<file path="src/hw/port_set_pkg.sv">
// Constants for the open-drain port set with key-on wakeup
// Summary of operation
// - Open-drain pins; latch 1 releases for input
// - Four bit-addressable pins, one selected latch each
// - Two-bit port, two four-bit ports, open-drain
// - Timer pin toggles on each underflow
// - Interrupt pin requests interrupt and backup return
// - Wake/pull-up port: switchable wakeup and pull-ups
// - Logic port: switchable wakeup, feeds logic op
// - Logic op combines port with accumulator
// - Single-bit ports share pins, either latch pulls low
// - Shared pins stay usable under alternate functions
// - Wakeup bit 1 covers wake port bits 1-3
// - Wakeup bit 0 covers all logic port pins
// - Low enabled pin ends backup at once
// - Pull-up bit 0 enables wake port pull-ups
// - Pull-up bit 1 enables single-bit port pull-ups
package port_set_pkg;
  localparam int PortW = 4;
  localparam int TwoW = 2;
  localparam int SyncW = 3 * PortW + TwoW;
  // Bit positions inside the synchroniser vector
  localparam int SyncD = 0;
  localparam int SyncS = 4;
  localparam int SyncG = 8;
  localparam int SyncF = 12;
  // Shared-pin positions
  localparam int BitC = 2;
  localparam int BitK = 3;
  localparam int BitInt = 0;
  localparam int BitTout = 1;
  // Control register fields
  localparam int PullupG = 0;
  localparam int PullupCK = 1;
  localparam int KeyonS = 0;
  localparam int KeyonG = 1;
  localparam int KeyonInt = 2;
  // Reset values
  localparam logic [3:0] LatchRst4 = 4'hf;
  localparam logic [1:0] LatchRst2 = 2'h3;
  localparam logic [1:0] PullupRst = 2'h0;
  localparam logic [2:0] KeyonRst = 3'h0;
  localparam logic [1:0] LogicSelRst = 2'h0;
  localparam logic [1:0] LogicSelBackup = 2'h0;
  // Logic operation select codes
  localparam logic [1:0] OpXor = 2'h0;
  localparam logic [1:0] OpOr = 2'h1;
  localparam logic [1:0] OpAnd = 2'h2;
endpackage

</file>
<file path="src/hw/pin_sync.sv">
// Two-flop synchroniser for the port pin inputs
`timescale 1ns/10ps
`default_nettype none
module pin_sync #(
  parameter int W = 1
) (
  // Clock and reset
  input wire logic mclk,
  input wire logic rst,
  // Raw and synchronised levels
  input wire logic [W-1:0] async,
  output logic [W-1:0] synced
);
  logic [W-1:0] firstReg;

  // Pins idle high (released, pulled up), so reset to ones
  for (genvar i = 0; i < W; i++) begin : g_bit
    always_ff @(posedge mclk) begin
      if (rst) begin
        firstReg[i] <= 1'b1;
        synced[i] <= 1'b1;
      end else begin
        firstReg[i] <= async[i];
        synced[i] <= firstReg[i];
      end
    end
  end
endmodule
`default_nettype wire

</file>
<file path="src/hw/open_drain_port_set_with_wakeup.sv">
// Port latches, open-drain drive, pull-ups, wakeup and logic op
`timescale 1ns/10ps
`default_nettype none
module open_drain_port_set_with_wakeup (
  // Clock and reset
  input wire logic mclk,
  input wire logic rst,
  // CPU data and strobes
  input wire logic [3:0] wrData,
  input wire logic [1:0] dBitSel,
  input wire logic dBitSetStb,
  input wire logic dBitClrStb,
  input wire logic dAllSetStb,
  input wire logic cSetStb,
  input wire logic cClrStb,
  input wire logic kWrStb,
  input wire logic sWrStb,
  input wire logic gWrStb,
  input wire logic fWrStb,
  input wire logic pullupWrStb,
  input wire logic keyonWrStb,
  input wire logic logicSelWrStb,
  input wire logic logicOpStb,
  input wire logic [3:0] accIn,
  input wire logic powerDownStb,
  // Timer link
  input wire logic timerUnderflow,
  input wire logic timerOutEn,
  // Read-back
  output logic [3:0] dRead,
  output logic dBitRead,
  output logic cRead,
  output logic kRead,
  output logic [3:0] sRead,
  output logic [3:0] gRead,
  output logic [1:0] fRead,
  output logic [3:0] logicOpResult,
  // Interrupt and backup
  output logic extIntLevel,
  output logic inBackup,
  output logic wakeReturnReq,
  // Pins
  input wire logic [3:0] dPinIn,
  output logic [3:0] dPinOut,
  output logic [3:0] dPinOe,
  input wire logic [3:0] sPinIn,
  output logic [3:0] sPinOut,
  output logic [3:0] sPinOe,
  input wire logic [3:0] gPinIn,
  output logic [3:0] gPinOut,
  output logic [3:0] gPinOe,
  input wire logic [1:0] fPinIn,
  output logic [1:0] fPinOut,
  output logic [1:0] fPinOe,
  output logic gPullupEn,
  output logic ckPullupEn
);
  logic [3:0] dLatchReg;
  logic [3:0] sLatchReg;
  logic [3:0] gLatchReg;
  logic [1:0] fLatchReg;
  logic cLatchReg;
  logic kLatchReg;
  logic [1:0] pullupReg;
  logic [2:0] keyonReg;
  logic [1:0] logicSelReg;
  logic toutReg;
  logic backupReg;
  logic [port_set_pkg::SyncW-1:0] pinSync;
  logic wakeLow;
  logic [3:0] logicNext;

  pin_sync #(.W(port_set_pkg::SyncW)) pin_sync_i (
    .mclk(mclk),
    .rst(rst),
    .async({fPinIn, gPinIn, sPinIn, dPinIn}),
    .synced(pinSync)
  );

  // Synchroniser outputs are flops, so reads come straight off them
  assign dRead = pinSync[port_set_pkg::SyncD +: 4];
  assign sRead = pinSync[port_set_pkg::SyncS +: 4];
  assign gRead = pinSync[port_set_pkg::SyncG +: 4];
  assign fRead = pinSync[port_set_pkg::SyncF +: 2];
  assign dBitRead = dRead[dBitSel];
  assign cRead = dRead[port_set_pkg::BitC];
  assign kRead = dRead[port_set_pkg::BitK];
  assign extIntLevel = gRead[port_set_pkg::BitInt];

  always_ff @(posedge mclk) begin
    if (rst) begin
      dLatchReg <= port_set_pkg::LatchRst4;
    end else if (dAllSetStb) begin
      dLatchReg <= port_set_pkg::LatchRst4;
    end else if (dBitSetStb) begin
      dLatchReg[dBitSel] <= 1'b1;
    end else if (dBitClrStb) begin
      dLatchReg[dBitSel] <= 1'b0;
    end
  end

  always_ff @(posedge mclk) begin
    if (rst) begin
      cLatchReg <= 1'b1;
      kLatchReg <= 1'b1;
    end else begin
      if (cSetStb) begin
        cLatchReg <= 1'b1;
      end else if (cClrStb) begin
        cLatchReg <= 1'b0;
      end
      if (kWrStb) begin
        kLatchReg <= wrData[0];
      end
    end
  end

  always_ff @(posedge mclk) begin
    if (rst) begin
      sLatchReg <= port_set_pkg::LatchRst4;
      gLatchReg <= port_set_pkg::LatchRst4;
      fLatchReg <= port_set_pkg::LatchRst2;
    end else begin
      if (sWrStb) begin
        sLatchReg <= wrData;
      end
      if (gWrStb) begin
        gLatchReg <= wrData;
      end
      if (fWrStb) begin
        fLatchReg <= wrData[1:0];
      end
    end
  end

  // Pull-ups survive backup; only reset or a control write clears them
  always_ff @(posedge mclk) begin
    if (rst) begin
      pullupReg <= port_set_pkg::PullupRst;
      keyonReg <= port_set_pkg::KeyonRst;
    end else begin
      if (pullupWrStb) begin
        pullupReg <= wrData[1:0];
      end
      if (keyonWrStb) begin
        keyonReg <= wrData[2:0];
      end
    end
  end

  assign gPullupEn = pullupReg[port_set_pkg::PullupG];
  assign ckPullupEn = pullupReg[port_set_pkg::PullupCK];

  // Drive low only; a latch of 1 releases the pin
  assign dPinOut = 4'h0;
  assign sPinOut = 4'h0;
  assign gPinOut = 4'h0;
  assign fPinOut = 2'h0;
  always_comb begin
    dPinOe = ~dLatchReg;
    dPinOe[port_set_pkg::BitC] = ~dLatchReg[port_set_pkg::BitC] |
      ~cLatchReg;
    dPinOe[port_set_pkg::BitK] = ~dLatchReg[port_set_pkg::BitK] |
      ~kLatchReg;
    sPinOe = ~sLatchReg;
    fPinOe = ~fLatchReg;
    gPinOe = ~gLatchReg;
    gPinOe[port_set_pkg::BitTout] = ~gLatchReg[port_set_pkg::BitTout] |
      (timerOutEn & ~toutReg);
  end

  always_ff @(posedge mclk) begin
    if (rst) begin
      toutReg <= 1'b1;
    end else if (timerUnderflow) begin
      toutReg <= ~toutReg;
    end
  end

  // Pins tied low with wakeup enabled return at once from backup
  assign wakeLow =
    (keyonReg[port_set_pkg::KeyonInt] & ~gRead[port_set_pkg::BitInt]) |
    (keyonReg[port_set_pkg::KeyonG] & ~&gRead[3:1]) |
    (keyonReg[port_set_pkg::KeyonS] & ~&sRead);
  assign wakeReturnReq = backupReg & wakeLow;
  assign inBackup = backupReg;

  always_ff @(posedge mclk) begin
    if (rst) begin
      backupReg <= 1'b0;
    end else if (powerDownStb) begin
      backupReg <= 1'b1;
    end else if (wakeReturnReq) begin
      backupReg <= 1'b0;
    end
  end

  always_ff @(posedge mclk) begin
    if (rst) begin
      logicSelReg <= port_set_pkg::LogicSelRst;
    end else if (powerDownStb) begin
      logicSelReg <= port_set_pkg::LogicSelBackup;
    end else if (logicSelWrStb) begin
      logicSelReg <= wrData[1:0];
    end
  end

  // The unused select code leaves the accumulator as it was
  always_comb begin
    case (logicSelReg)
      port_set_pkg::OpXor: logicNext = accIn ^ sRead;
      port_set_pkg::OpOr: logicNext = accIn | sRead;
      port_set_pkg::OpAnd: logicNext = accIn & sRead;
      default: logicNext = accIn;
    endcase
  end

  always_ff @(posedge mclk) begin
    if (rst) begin
      logicOpResult <= 4'h0;
    end else if (logicOpStb) begin
      logicOpResult <= logicNext;
    end
  end

  property p_tout_toggle;
    @(posedge mclk) disable iff (rst)
      timerUnderflow |=> toutReg != $past(toutReg);
  endproperty
  a_tout_toggle: assert property (p_tout_toggle)
    else $error("timer output did not toggle on underflow");

  property p_tout_drive;
    @(posedge mclk) disable iff (rst)
      timerOutEn && !toutReg |-> gPinOe[port_set_pkg::BitTout];
  endproperty
  a_tout_drive: assert property (p_tout_drive)
    else $error("timer output low not driven on shared pin");

  property p_d_bit_clear;
    @(posedge mclk) disable iff (rst)
      dBitClrStb && !dBitSetStb && !dAllSetStb && dBitSel == 2'h1
      |=> dPinOe[1] && dLatchReg[0] == $past(dLatchReg[0]);
  endproperty
  a_d_bit_clear: assert property (p_d_bit_clear)
    else $error("selected port bit not cleared alone");

  property p_all_release;
    @(posedge mclk) disable iff (rst)
      dAllSetStb && !cClrStb && !(kWrStb && !wrData[0]) &&
      cLatchReg && kLatchReg |=> dPinOe == 4'h0;
  endproperty
  a_all_release: assert property (p_all_release)
    else $error("port pins not released after set-all");

  property p_shared_low;
    @(posedge mclk) disable iff (rst)
      (cClrStb || !cLatchReg) && !cSetStb |=> dPinOe[port_set_pkg::BitC];
  endproperty
  a_shared_low: assert property (p_shared_low)
    else $error("shared pin not driven while single-bit latch low");

  property p_int_pin_usable;
    @(posedge mclk) disable iff (rst)
      timerOutEn |-> gPinOe[port_set_pkg::BitInt] ==
      !gLatchReg[port_set_pkg::BitInt];
  endproperty
  a_int_pin_usable: assert property (p_int_pin_usable)
    else $error("interrupt pin output disturbed by timer select");

  property p_read_sync;
    @(posedge mclk) disable iff (rst)
      !$past(rst, 2) |-> gRead == $past(gPinIn, 2);
  endproperty
  a_read_sync: assert property (p_read_sync)
    else $error("port read is not the pin two cycles back");

  property p_wake_now;
    @(posedge mclk) disable iff (rst)
      powerDownStb && keyonReg[port_set_pkg::KeyonS] && !keyonWrStb &&
      sRead != 4'hf && sPinIn != 4'hf && $past(sPinIn) != 4'hf
      |=> wakeReturnReq ##1 !inBackup;
  endproperty
  a_wake_now: assert property (p_wake_now)
    else $error("low wakeup pin did not end backup at once");

  property p_pullup_write;
    @(posedge mclk) disable iff (rst)
      pullupWrStb |=> gPullupEn == $past(wrData[0]) &&
      ckPullupEn == $past(wrData[1]);
  endproperty
  a_pullup_write: assert property (p_pullup_write)
    else $error("pull-up enables do not follow control write");

  property p_logic_xor;
    @(posedge mclk) disable iff (rst)
      logicOpStb && logicSelReg == port_set_pkg::OpXor
      |=> logicOpResult == ($past(accIn) ^ $past(sRead));
  endproperty
  a_logic_xor: assert property (p_logic_xor)
    else $error("logic op XOR result wrong");
endmodule
`default_nettype wire

</file>
<file path="config.mk">
export PLATFORM = sky130hd
export DESIGN_NAME = open_drain_port_set_with_wakeup
export DESIGN_NICKNAME = d
export VERILOG_FILES = /design/src/hw/port_set_pkg.sv /design/src/hw/pin_sync.sv /design/src/hw/open_drain_port_set_with_wakeup.sv
export SDC_FILE = /design/constraint.sdc
export NUM_CORES = 1
export LEC_CHECK = 0
export BUFFER_PORTS_ARGS = -buffer_cell sky130_fd_sc_hd__buf_2
export CAP_MARGIN = 20
export CORE_MARGIN = 4
export CORE_UTILIZATION = 40
export DETAILED_ROUTE_END_ITERATION = 7
export PLACE_DENSITY = 0.69
export SLEW_MARGIN = 20
export SYNTH_ARGS = -nofsm -noshare
export SYNTH_HDL_FRONTEND = slang
export SYNTH_SLANG_ARGS = --single-unit
</file>
<file path="constraint.sdc">
create_clock -name mclk -period 1.97 [get_ports mclk]
set_input_delay 0.197 -clock mclk [delete_from_list [all_inputs] [get_ports mclk]]
set_output_delay 0.197 -clock mclk [all_outputs]
set_load 0.02 [all_outputs]
</file>
Word-level counts from Yosys, hierarchy flattened
Cells that the tools add are included.
{"block": "classes", "magnitude_cmp": 2, "eq_ne": 2, "muxes": 9, "bitwise": 27, "reduce_logical": 11}
{"op": "$not 4->4", "count": 3}
{"op": "$pmux 4 s3", "count": 1}
{"op": "$and 4x4->4", "count": 2}
{"op": "$mux 4", "count": 2}
{"op": "$or 4x4->4", "count": 2}
{"op": "$not 1->1", "count": 7}
{"op": "$reduce_or 2->1", "count": 3}
{"op": "$and 1x1->1", "count": 5}
{"op": "$or 1x1->1", "count": 5}
{"op": "$mux 1", "count": 4}
{"op": "$not 2->2", "count": 2}
{"op": "$reduce_and 4->1", "count": 1}
{"op": "$reduce_bool 2->1", "count": 2}
{"op": "$xor 4x4->4", "count": 1}
{"op": "$lt 2x3->1 const B", "count": 1}
{"op": "$reduce_and 3->1", "count": 1}
{"op": "$bmux 1 s2", "count": 1}
{"op": "$demux 1 s2", "count": 1}
{"op": "$eq 2x1->1 const B", "count": 1}
{"op": "$eq 2x2->1 const B", "count": 1}
{"op": "$ge 2x1->1 const B", "count": 1}
{"op": "$logic_not 1->1", "count": 2}
{"op": "$logic_not 2->1", "count": 1}
{"op": "$logic_and 1x1->1", "count": 1}
{"block": "totals", "reg_bits": 57, "elab_cells": 91}

Logic depth before layout (Yosys ltp)
Gate-level depths: netlist of run 1.
{"block": "depth", "word_depth": 8, "depth_mapped": 5, "depth_no_buf": 5}

By module
Synthesis of run 1 repeated with hierarchy kept, for this count alone.
{"block": "unflattened", "cells_unflattened": 225, "hier_area_um2": 2269.7}
{"mod": "open_drain_port_set_with_wakeup", "n_inst": 1, "cells_per_inst": 167, "area_each_um2": 1511.4, "seq_area_each_um2": 580.6}
{"mod": "pin_sync", "n_inst": 1, "cells_per_inst": 58, "area_each_um2": 758.2, "seq_area_each_um2": 560.5}

Least setup slack after synthesis of run 1
Ideal clock, no wire load.
{"block": "synth_path", "kind": "reg2reg", "from": "register pin_sync_i.synced[7]", "to": "register logicOpResult[3]", "setup_ps": 75, "arrival_time_ps": 1352, "path_slack_ps": 543, "stages_incl_launch_ff": 6, "n_path_buf": 0, "synth_period_minus_slack_ps": 1427, "cell_sequence": "dfxtp_1 > inv_1 > ha_1 > inv_1 > mux4_2 > o22ai_1"}
{"block": "synth_between", "elab_chain_len": 2}
{"element": "start, declared", "line": "pin_sync.sv:12", "rtl": "output logic [W-1:0] synced"}
{"element": "start signal, assigned by index", "line": "pin_sync.sv:24", "rtl": "synced[i] <= firstReg[i];"}
{"element": "$and 4x4->4 (tied with other cells)", "line": "open_drain_port_set_with_wakeup.sv:213", "rtl": "port_set_pkg::OpAnd: logicNext = accIn & sRead;"}
{"element": "$pmux 4 s3 (*)", "line": "open_drain_port_set_with_wakeup.sv:210", "rtl": "case (logicSelReg)"}
{"element": "end signal, assigned", "line": "open_drain_port_set_with_wakeup.sv:222", "rtl": "logicOpResult <= logicNext;"}
{"element": "end, declared", "line": "open_drain_port_set_with_wakeup.sv:37", "rtl": "output logic [3:0] logicOpResult,"}
Mark *: on every way between the ends. The rest lies on a longest branch, timed or not.
A chain may end at the register's enable or synchronous reset.

Worst setup path after layout of run 1
{"block": "layout_path", "from": "register pin_sync_i.synced[5]", "to": "output port wakeReturnReq"}
{"block": "layout_between", "elab_chain_len": 5}
{"element": "$reduce_and 4->1", "line": "open_drain_port_set_with_wakeup.sv:184", "rtl": "(keyonReg[port_set_pkg::KeyonS] & ~&sRead);"}
{"element": "$logic_not 1->1", "line": "open_drain_port_set_with_wakeup.sv:184"}
{"element": "$and 1x1->1", "line": "open_drain_port_set_with_wakeup.sv:184"}
{"element": "$or 1x1->1", "line": "open_drain_port_set_with_wakeup.sv:183", "rtl": "(keyonReg[port_set_pkg::KeyonG] & ~&gRead[3:1]) |"}
{"element": "$and 1x1->1", "line": "open_drain_port_set_with_wakeup.sv:185", "rtl": "assign wakeReturnReq = backupReg & wakeLow;"}
{"element": "end, declared", "line": "open_drain_port_set_with_wakeup.sv:41", "rtl": "output logic wakeReturnReq,"}
No other way between the ends.

==> results of run 1 <==
==> where the power goes <==
part | total, µW | internal [µW] | switching, µW
Combinational | 322 | 131 | 191
Clock | 1110 | 687 | 423
Sequential | 1240 | 1220 | 25.9
==> registers in the layout (all words and copies together), names as in the netlist, 2 cells and up, named ones only <==
name	flops
keyonReg	3
gLatchReg	4
pin_sync_i.firstReg	14
pin_sync_i.synced	14
logicSelReg	2
pullupReg	2
fLatchReg	2
logicOpResult	4
sLatchReg	4
==> final cells by class <==
cell class              instances  area share
flip-flops and latches         57      0.4012
multi-input cells             126      0.3088
repair buffers                 82      0.1452
clock buffers                  14     0.06071
inverters                      31     0.04092
well taps                      70     0.03080
clock inverters                 2     0.01232
==> worst max-delay path by stage <==
stage | from | to | slack (ns)
after CTS | pin_sync_i.synced[5] | wakeReturnReq | 0.26
after global placement | pin_sync_i.synced[5] | logicOpResult[1] | 0.65
after global routing | pin_sync_i.synced[5] | wakeReturnReq | 0.19
final | pin_sync_i.synced[5] | wakeReturnReq | 0.31
after floorplan | pin_sync_i.synced[7] | logicOpResult[3] | 0.54
after detailed placement | pin_sync_i.synced[5] | logicOpResult[1] | 0.59
==> metal layers <==
layer | GRT usage | routed length, µm | vias up
met5 | 0 | 0 | -
met4 | 0.04012 | 20 | 0
met3 | 0.06931 | 403 | 5
met2 | 0.2281 | 2131 | 61
met1 | 0.1477 | 1835 | 747
li1 | - | - | 858
==> logic make-up (layout without fill, tap and decap cells) <==
family / after synthesis / in the layout / synth area share
multiplexers: 14 / 14 / 0.09045
AO/OA/AOI/OAI: 23 / 23 / 0.07258
flip-flops: 57 / 57 / 0.5092
buffers and inverters: 55 / 129 / 0.1206
XOR/XNOR: 1 / 1 / 0.003909
adder cells (fa/ha/maj): 8 / 8 / 0.04467
other: 1 / 14 / 0.001673
AND/OR/NAND/NOR: 66 / 66 / 0.1569
==> cells in the final DEF, fill, tap and decap left out, types with 4 or more instances in the layout <==
cell type and count:
buf_2 81, clkbuf_8 12, conb_1 14, dfxtp_1 57
ha_1 8, inv_1 28, mux2i_1 9, mux4_2 5
nand2_1 17, nand2b_1 5, nor2_1 7, o211ai_1 11
o22ai_1 4, or2_1 28
==> through the flow <==
step                instances  setup slack [ns]
global placement          366            0.6465
CTS                       382            0.2594
detailed placement        366            0.5897
global route              382            0.1899
floorplan                 238            0.5426
finish                    382            0.3078
==> worst max-delay path, stage by stage, from the launching register on <==
cell and delay, ns:
dfxtp_1 0.39, nand4_1 0.11, a221oi_1 0.37, nor2b_1 0.11, buf_2 0.17
==> summary.txt, run 1 <==
run status: finished clean
CP max FO: 4
RR Endpoint: logicOpResult[1]
Antenna diodes: 0
synthesized area: 0.002241 mm²
largest cells by area after synthesis: dfxtp_1 (51%), or2_1 (7.8%), buf_4 (5.7%)
Worst VDD drop: 0.5846 mV
vias per cell: 4.374
DRT Pass-1 Iters: 2
DR WL/cell: 11.49 µm
hpwl dp: 3323 µm
# rows: 26
Avg Inst Size Synth: 9.960 µm²
final worst-path cycle share: 0.8438
antenna viol nets, final: 0
die area: 0.006864 mm²
number of fillers in the final layout: 509
Worst EP arrival: 1.47 ns
Yosys cell types: 27
via count: 1671
Starting Density: 0.4252
clock root cell: clkbuf_8
share of cells above drive strength 1: 0.3333
hold wc startpoint: cClrStb
die width: 82.85 µm
# Max-Cap Violations: 0
clk_lat worst skew: 0.32 ns
DP Area: 0.002636 mm²
leakage: 0.001456 µW
GRT Total Usage: 0.1351
CTS buffer count: 9
Hold WS: 0.03711 ns
1st-iter DRT viols: 42
CTS max path bufs: 2
number of gates resized after CTS: 0
first-pass GRT wire length: 7472 µm
Max Freq: 601.6 MHz
final hold vios: 0
Multi-input gate area: 878.3 µm²
Final min period: 1.662 ns
R2R Setup Slk: 0.60 ns
Yosys warnings: 0
area leader, netlist: dfxtp_1
io pins: 96
register area share after synthesis: 0.5092
initial antenna violation count: 0
nets: 357
WP data required: 1.77 ns
crit path kind: flop to output pin
largest net degree at the start of global routing: 31
Reg area: 0.001141 mm²
post-synth top area share: 0.5092
Setup Fix Bufs, Post-CTS: 0
port bufs: 81
GRT overflow: 0
FF-to-FF path depth: 5
Clock Sink Count: 57
cells after synthesis: 225
Hold Crit Depth: 2
RSZ-0062 raised after global routing: no
reg2reg start: pin_sync_i.synced[5]
flop and latch count out of synthesis: 57
Area Overhead vs Synth: 26.91%
clock slew at reported path FFs: 0.06 ns
Max Slew Vio Count: 0
clock skew: 0.005941 ns
sum of negative setup slack: 0 ns
Die Span Y: 82.85 µm
critical path capture point type: output pin
count leader, synth: dfxtp_1
worst min path class: primary input to flop
CTS Hold Bufs: 0
CTS H-Tree Depth: 3
post-layout instance area: 0.002844 mm²
Final Util: 0.5396
Post-Route WL: 4391 µm
Post-synth ARST share: 0
CORE AREA: 0.005270 mm²
final setup fails: 0
top cells by count, synth: dfxtp_1 (57), inv_1 (28), or2_1 (28)
pwr/cell area: 940.1 mW/mm²
startpoint types: flop
Residual DRC: 0
gpl congestion: 0.7553
number of flops mapped to enable cells by yosys: 0
ys flop type: dfxtp_1
vias in the first global route: 1664
Pwr Total: 2674 µW
hold endpoint: cLatchReg
CTS tree: yes
(Power assumes the default switching activity.)
==> inputs of run 2 (changes only) <==
Settings changed: ABC_AREA from default to 1, PLACE_DENSITY 0.69 to 0.72.
Clock period 1.97 ns to 1.4 ns, I/O delays scaled along.
==> run 2 against run 1 <==
- first-iteration DRC count is 2.4% higher
- synthesized cell count is 19% higher
- sequential power is 41% higher
- global-route usage is 0.54 points higher
- clock skew hardly changed
- via count is 14% higher
- hold slack worse by 0.019 ns
- count of clock-buffer cells in the layout is 4 lower
- area after synthesis is 0.33% higher
- die area is 0.30% higher
- utilization is 1.2 points higher
- power is 40% higher
- critical endpoint unchanged
==> summary.txt, run 2 <==
CP max stage delay: 0.37 ns
CTS tree: yes
largest net degree at the start of global routing: 33
most common cell after layout, fill and taps aside: buf_2
GRT Total Usage: 0.1404
DRT Pass-1 Iters: 4
final worst-path cycle share: 0.9476
CP max stage cell: dfxtp_1
largest cells by area after synthesis: dfxtp_1 (51%), or2_2 (7.8%), o21ai_0 (6.0%)
final setup fails: 0
GRT overflow: 0
count leader, synth: dfxtp_1
die area: 0.006885 mm²
sw frac: 0.2588
vias per cell: 4.276
# rows: 27
ys flop type: dfxtp_1
Internal Power: 2777 µW
run status: finished clean
io pins: 96
Top Registers: pin_sync_i.firstReg x14, pin_sync_i.synced x14
cells after synthesis: 267
Final Util: 0.5521
CP max FO: 4
CTS H-Tree Depth: 3
most frequent cells in the layout: buf_2 (80), dfxtp_1 (54), inv_1 (33)
gpl congestion: 0.7419
CP Buf/Inv Count: 1
1st-iter DRT viols: 43
Reg power frac: 0.467
post-synth top area share: 0.5075
Yosys cell types: 22
WP data required: 1.26 ns
Antenna diodes: 0
Clock Power Share: 0.398
worst path cell trace: nand2_1, o21ai_2, a21boi_1, buf_4
antenna viol nets, final: 0
share of cells above drive strength 1: 0.3583
CTS max path bufs: 2
FF-to-FF path depth: 6
area leader, netlist: dfxtp_1
CP top delay family: flip-flops
Worst VDD drop: 0.7764 mV
final hold vios: 0
Post-synth ARST share: 0
flop and latch count out of synthesis: 57
Hold Crit Depth: 2
startpoint types: flop
pwr/cell area: 1240 mW/mm²
Residual DRC: 0
Starting Density: 0.4108
WP depth: 4
Max Slew Vio Count: 0
synthesized area: 0.002248 mm²
vias in the first global route: 1791
number of flops mapped to enable cells by yosys: 0
die width: 82.98 µm
combinational power share: 0.135
Yosys warnings: 0
CORE AREA: 0.005473 mm²
clock skew: 0.005475 ns
Final min period: 1.327 ns
worst min path class: primary input to flop
leakage: 0.001598 µW
Die Span Y: 82.98 µm
via count: 1907
clock root cell: clkbuf_8
crit path kind: flop to output pin
# Max-Cap Violations: 0
clk_lat worst skew: 0.32 ns
first-pass GRT wire length: 7741 µm
Pwr Total: 3747 µW
Hold WS: 0.01794 ns
Post-Route WL: 4697 µm
clock slew at reported path FFs: 0.07 ns
CTS buffer count: 9
Area Overhead vs Synth: 34.39%
Avg Inst Size Synth: 8.421 µm²
Max Freq: 753.8 MHz
hpwl dp: 3366 µm
port bufs: 81
initial antenna violation count: 0
critical path capture point type: output pin
NetSw: 969.8 µW
Worst EP arrival: 1.19 ns
top cells by count, synth: dfxtp_1 (57), inv_1 (33), nand2_1 (29)
Clock Sink Count: 57
DR WL/cell: 10.53 µm
nets: 419
register area share after synthesis: 0.5075
run 2: changes by cell type after synthesis, moves of 12 or more:
cell / delta
nor2_1: +18
or2_2: +28
nand2_1: +12
o21ai_0: +26
a21oi_1: +15
or2_1: -27
run 2: final timing paths:
path	from	to	slack (ns)
worst max-delay path	pin_sync_i.synced[5]	wakeReturnReq	0.07
worst min register to register	pin_sync_i.firstReg[6]	pin_sync_i.synced[6]	0.41
worst min-delay path	kWrStb	kLatchReg	0.02
worst max register to register	pin_sync_i.synced[5]	logicOpResult[1]	0.27
run 2: repair_timing:
item	in CTS	in global routing
pin swaps	0	1
endpoints found under the setup margin	1	1
hold endpoints to repair	16	0
gates resized for setup	3	5
gates cloned	0	0
buffers inserted	0	1
hold buffers	17	0
run 2: kinds of logic after synthesis:
kind of cell               count (synthesis)  synth area share
AOI/OAI and AO/OA                         48            0.1135
DFF                                       57            0.5075
buffers and inverters                     56            0.1302
adders and majority gates                  8           0.04452
other                                      1          0.001668
and+or+nand+nor                           97            0.2026
run 2: per-stage QoR:
step | TNS [ns] | worst slack, ns | cell area (µm²) | instances
after global routing | -0.004187 | -0.004187 | 3022 | 446
after detailed placement | 0 | 0.2777 | 2635 | 412
final | 0 | 0.07332 | 3022 | 446
after floorplan | 0 | 0.1799 | 2297 | 280
after global placement | 0 | 0.3033 | 2635 | 412
after CTS | 0 | 0.02786 | 3004 | 445
run 2: area by class of cell:
cell class              count  area [µm²]
well taps                  72       90.09
multi-input cells         167       870.8
fillers                   515        2451
flip-flops and latches     57        1145
inverters                  34       127.6
repair buffers            100       593.1
clock inverters             6       57.56
clock buffers              10       137.6
run 2: layer usage:
layer,global-route usage,wire [µm]
met1,0.1492,1995
met2,0.2376,2253
met3,0.05159,345
met4,0.08172,102
met5,0,0
run 2: power groups by stage:
stage,Sequential (µW),Clock [µW],Combinational [µW]
after floorplan,1820,0,292
after global placement,1780,0,459
after detailed placement,1780,0,466
after CTS,1750,1540,504
after global routing,1760,1620,562
final,1750,1490,507
==> inputs of run 3 (changes only) <==
Settings changed: CORE_UTILIZATION 40 to 42, PLACE_DENSITY 0.72 to 0.75.
==> run 3 against run 2 <==
- die area down 4.3%
- routed wire length up 0.15%
- power increased by 9.3%
- hold slack improved by 0.0013 ns
- final cell count decreased by 0.67%
- clock skew shrank 0.0013 ns
- utilization increased by 4.3 points
- worst setup slack improved by 0.023 ns
- first-iteration DRC count is 47% higher
- critical endpoint unchanged
- highest routed layer unchanged
==> summary.txt, run 3 (synthesis gave the netlist of run 2 again) <==
first-pass GRT wire length: 7707 µm
Worst VDD drop: 1.050 mV
CTS buffer count: 9
CORE AREA: 0.005140 mm²
Max Slew Vio Count: 0
clk_lat worst skew: 0.31 ns
Top Registers: pin_sync_i.firstReg x14, pin_sync_i.synced x14
Final min period: 1.304 ns
vias in the first global route: 1794
DR WL/cell: 10.62 µm
# Max-Cap Violations: 0
crit path kind: flop to output pin
RSZ-0062 raised after global routing: no
run status: finished clean
GRT overflow: 0
most common cell after layout, fill and taps aside: buf_2
Antenna diodes: 0
die width: 81.17 µm
share of cells above drive strength 1: 0.3566
worst min path class: primary input to flop
Worst EP arrival: 1.16 ns
Max Freq: 767.1 MHz
clock slew at reported path FFs: 0.06 ns
antenna viol nets, final: 0
most frequent cells in the layout: buf_2 (81), dfxtp_1 (54), inv_1 (33)
CTS max path bufs: 2
R2R Setup Slk: 0.30 ns
dpl ws: 0.2916 ns
1st-iter DRT viols: 63
WP data required: 1.26 ns
clock root cell: clkbuf_8
largest net degree at the start of global routing: 33
via count: 1948
Die Span Y: 81.17 µm
Clock Sink Count: 57
critical path capture point type: output pin
DRT Pass-1 Iters: 4
die area: 0.006588 mm²
Area Overhead vs Synth: 36.12%
CP max FO: 2
final hold vios: 0
CTS tree: yes
io pins: 96
final worst-path cycle share: 0.9311
gpl congestion: 0.8467
initial antenna violation count: 0
sum of negative setup slack: 0 ns
hpwl dp: 3410 µm
CTS H-Tree Depth: 3
pwr/cell area: 1338 mW/mm²
nets: 418
Setup Fix Bufs, Post-CTS: 0
Starting Density: 0.4374
GRT Total Usage: 0.1522
leakage: 0.001611 µW
worst setup margin: 0.09645 ns
final setup fails: 0
startpoint types: flop
port bufs: 81
Post-Route WL: 4704 µm
# rows: 26
Residual DRC: 0
clock skew: 0.004176 ns
vias per cell: 4.397
-- run 3: per-stage QoR --
step / power (µW) / instances / hold WS [ns] / util / instance area, µm²
detailed placement: 2251 / 410 / 0.3204 / 0.5122 / 2633
floorplan: 2111 / 280 / 0.2371 / - / 2297
global route: 4293 / 443 / 0.002723 / 0.5954 / 3060
CTS: 4142 / 443 / 0.002633 / 0.5935 / 3050
finish: 4096 / 443 / 0.01928 / 0.5954 / 3060
global placement: 2240 / 410 / 0.3217 / 0.5122 / 2633
-- run 3: worst paths after layout --
kind / from / endpoint / cells after the start
hold / removal: sPinIn[2] / pin_sync_i.firstReg[6] / 2
hold reg to reg: pin_sync_i.firstReg[4] / pin_sync_i.synced[4] / 1
setup reg to reg: cLatchReg / cLatchReg / 3
setup / recovery: pin_sync_i.synced[9] / wakeReturnReq / 4
-- run 3: final cells by class --
cell class,count,area (µm²)
Clock buffer,11,141.4
Clock inverter,5,102.6
Fill cell,472,2079
Inverter,34,127.6
Multi-Input combinational cell,167,873.3
Sequential cell,57,1145
Tap cell,70,87.58
Timing Repair Buffer,99,583.1
-- run 3: repair_timing --
action,4_1_cts,5_1_grt
pin swaps,0,1
setup endpoints to repair,1,1
hold buffers,17,0
gates resized for setup,2,6
hold endpoints to repair,16,0
-- run 3: power by group --
part | switching (µW) | total (µW) | leakage, µW | internal (µW)
Combinational | 300 | 504 | 0.00102 | 204
Sequential | 36.6 | 1750 | 0.000472 | 1710
Clock | 614 | 1840 | 0.000120 | 1230
-- run 3: critical path, cell delays in order, from the launching register on --
cell and delay, ns:
dfxtp_1 0.33, nand3_1 0.10, a21oi_2 0.18, a21boi_1 0.08, buf_2 0.16
-- run 3: routing by layer --
layer	GRT usage	part of all wire	wire, µm	vias to the layer above
li1	-	-	-	1012
met1	0.1721	0.41	1946	865
met2	0.2553	0.49	2311	63
met3	0.04767	0.078	365	8
met4	0.08108	0.017	82	0
met5	0	0	0	-
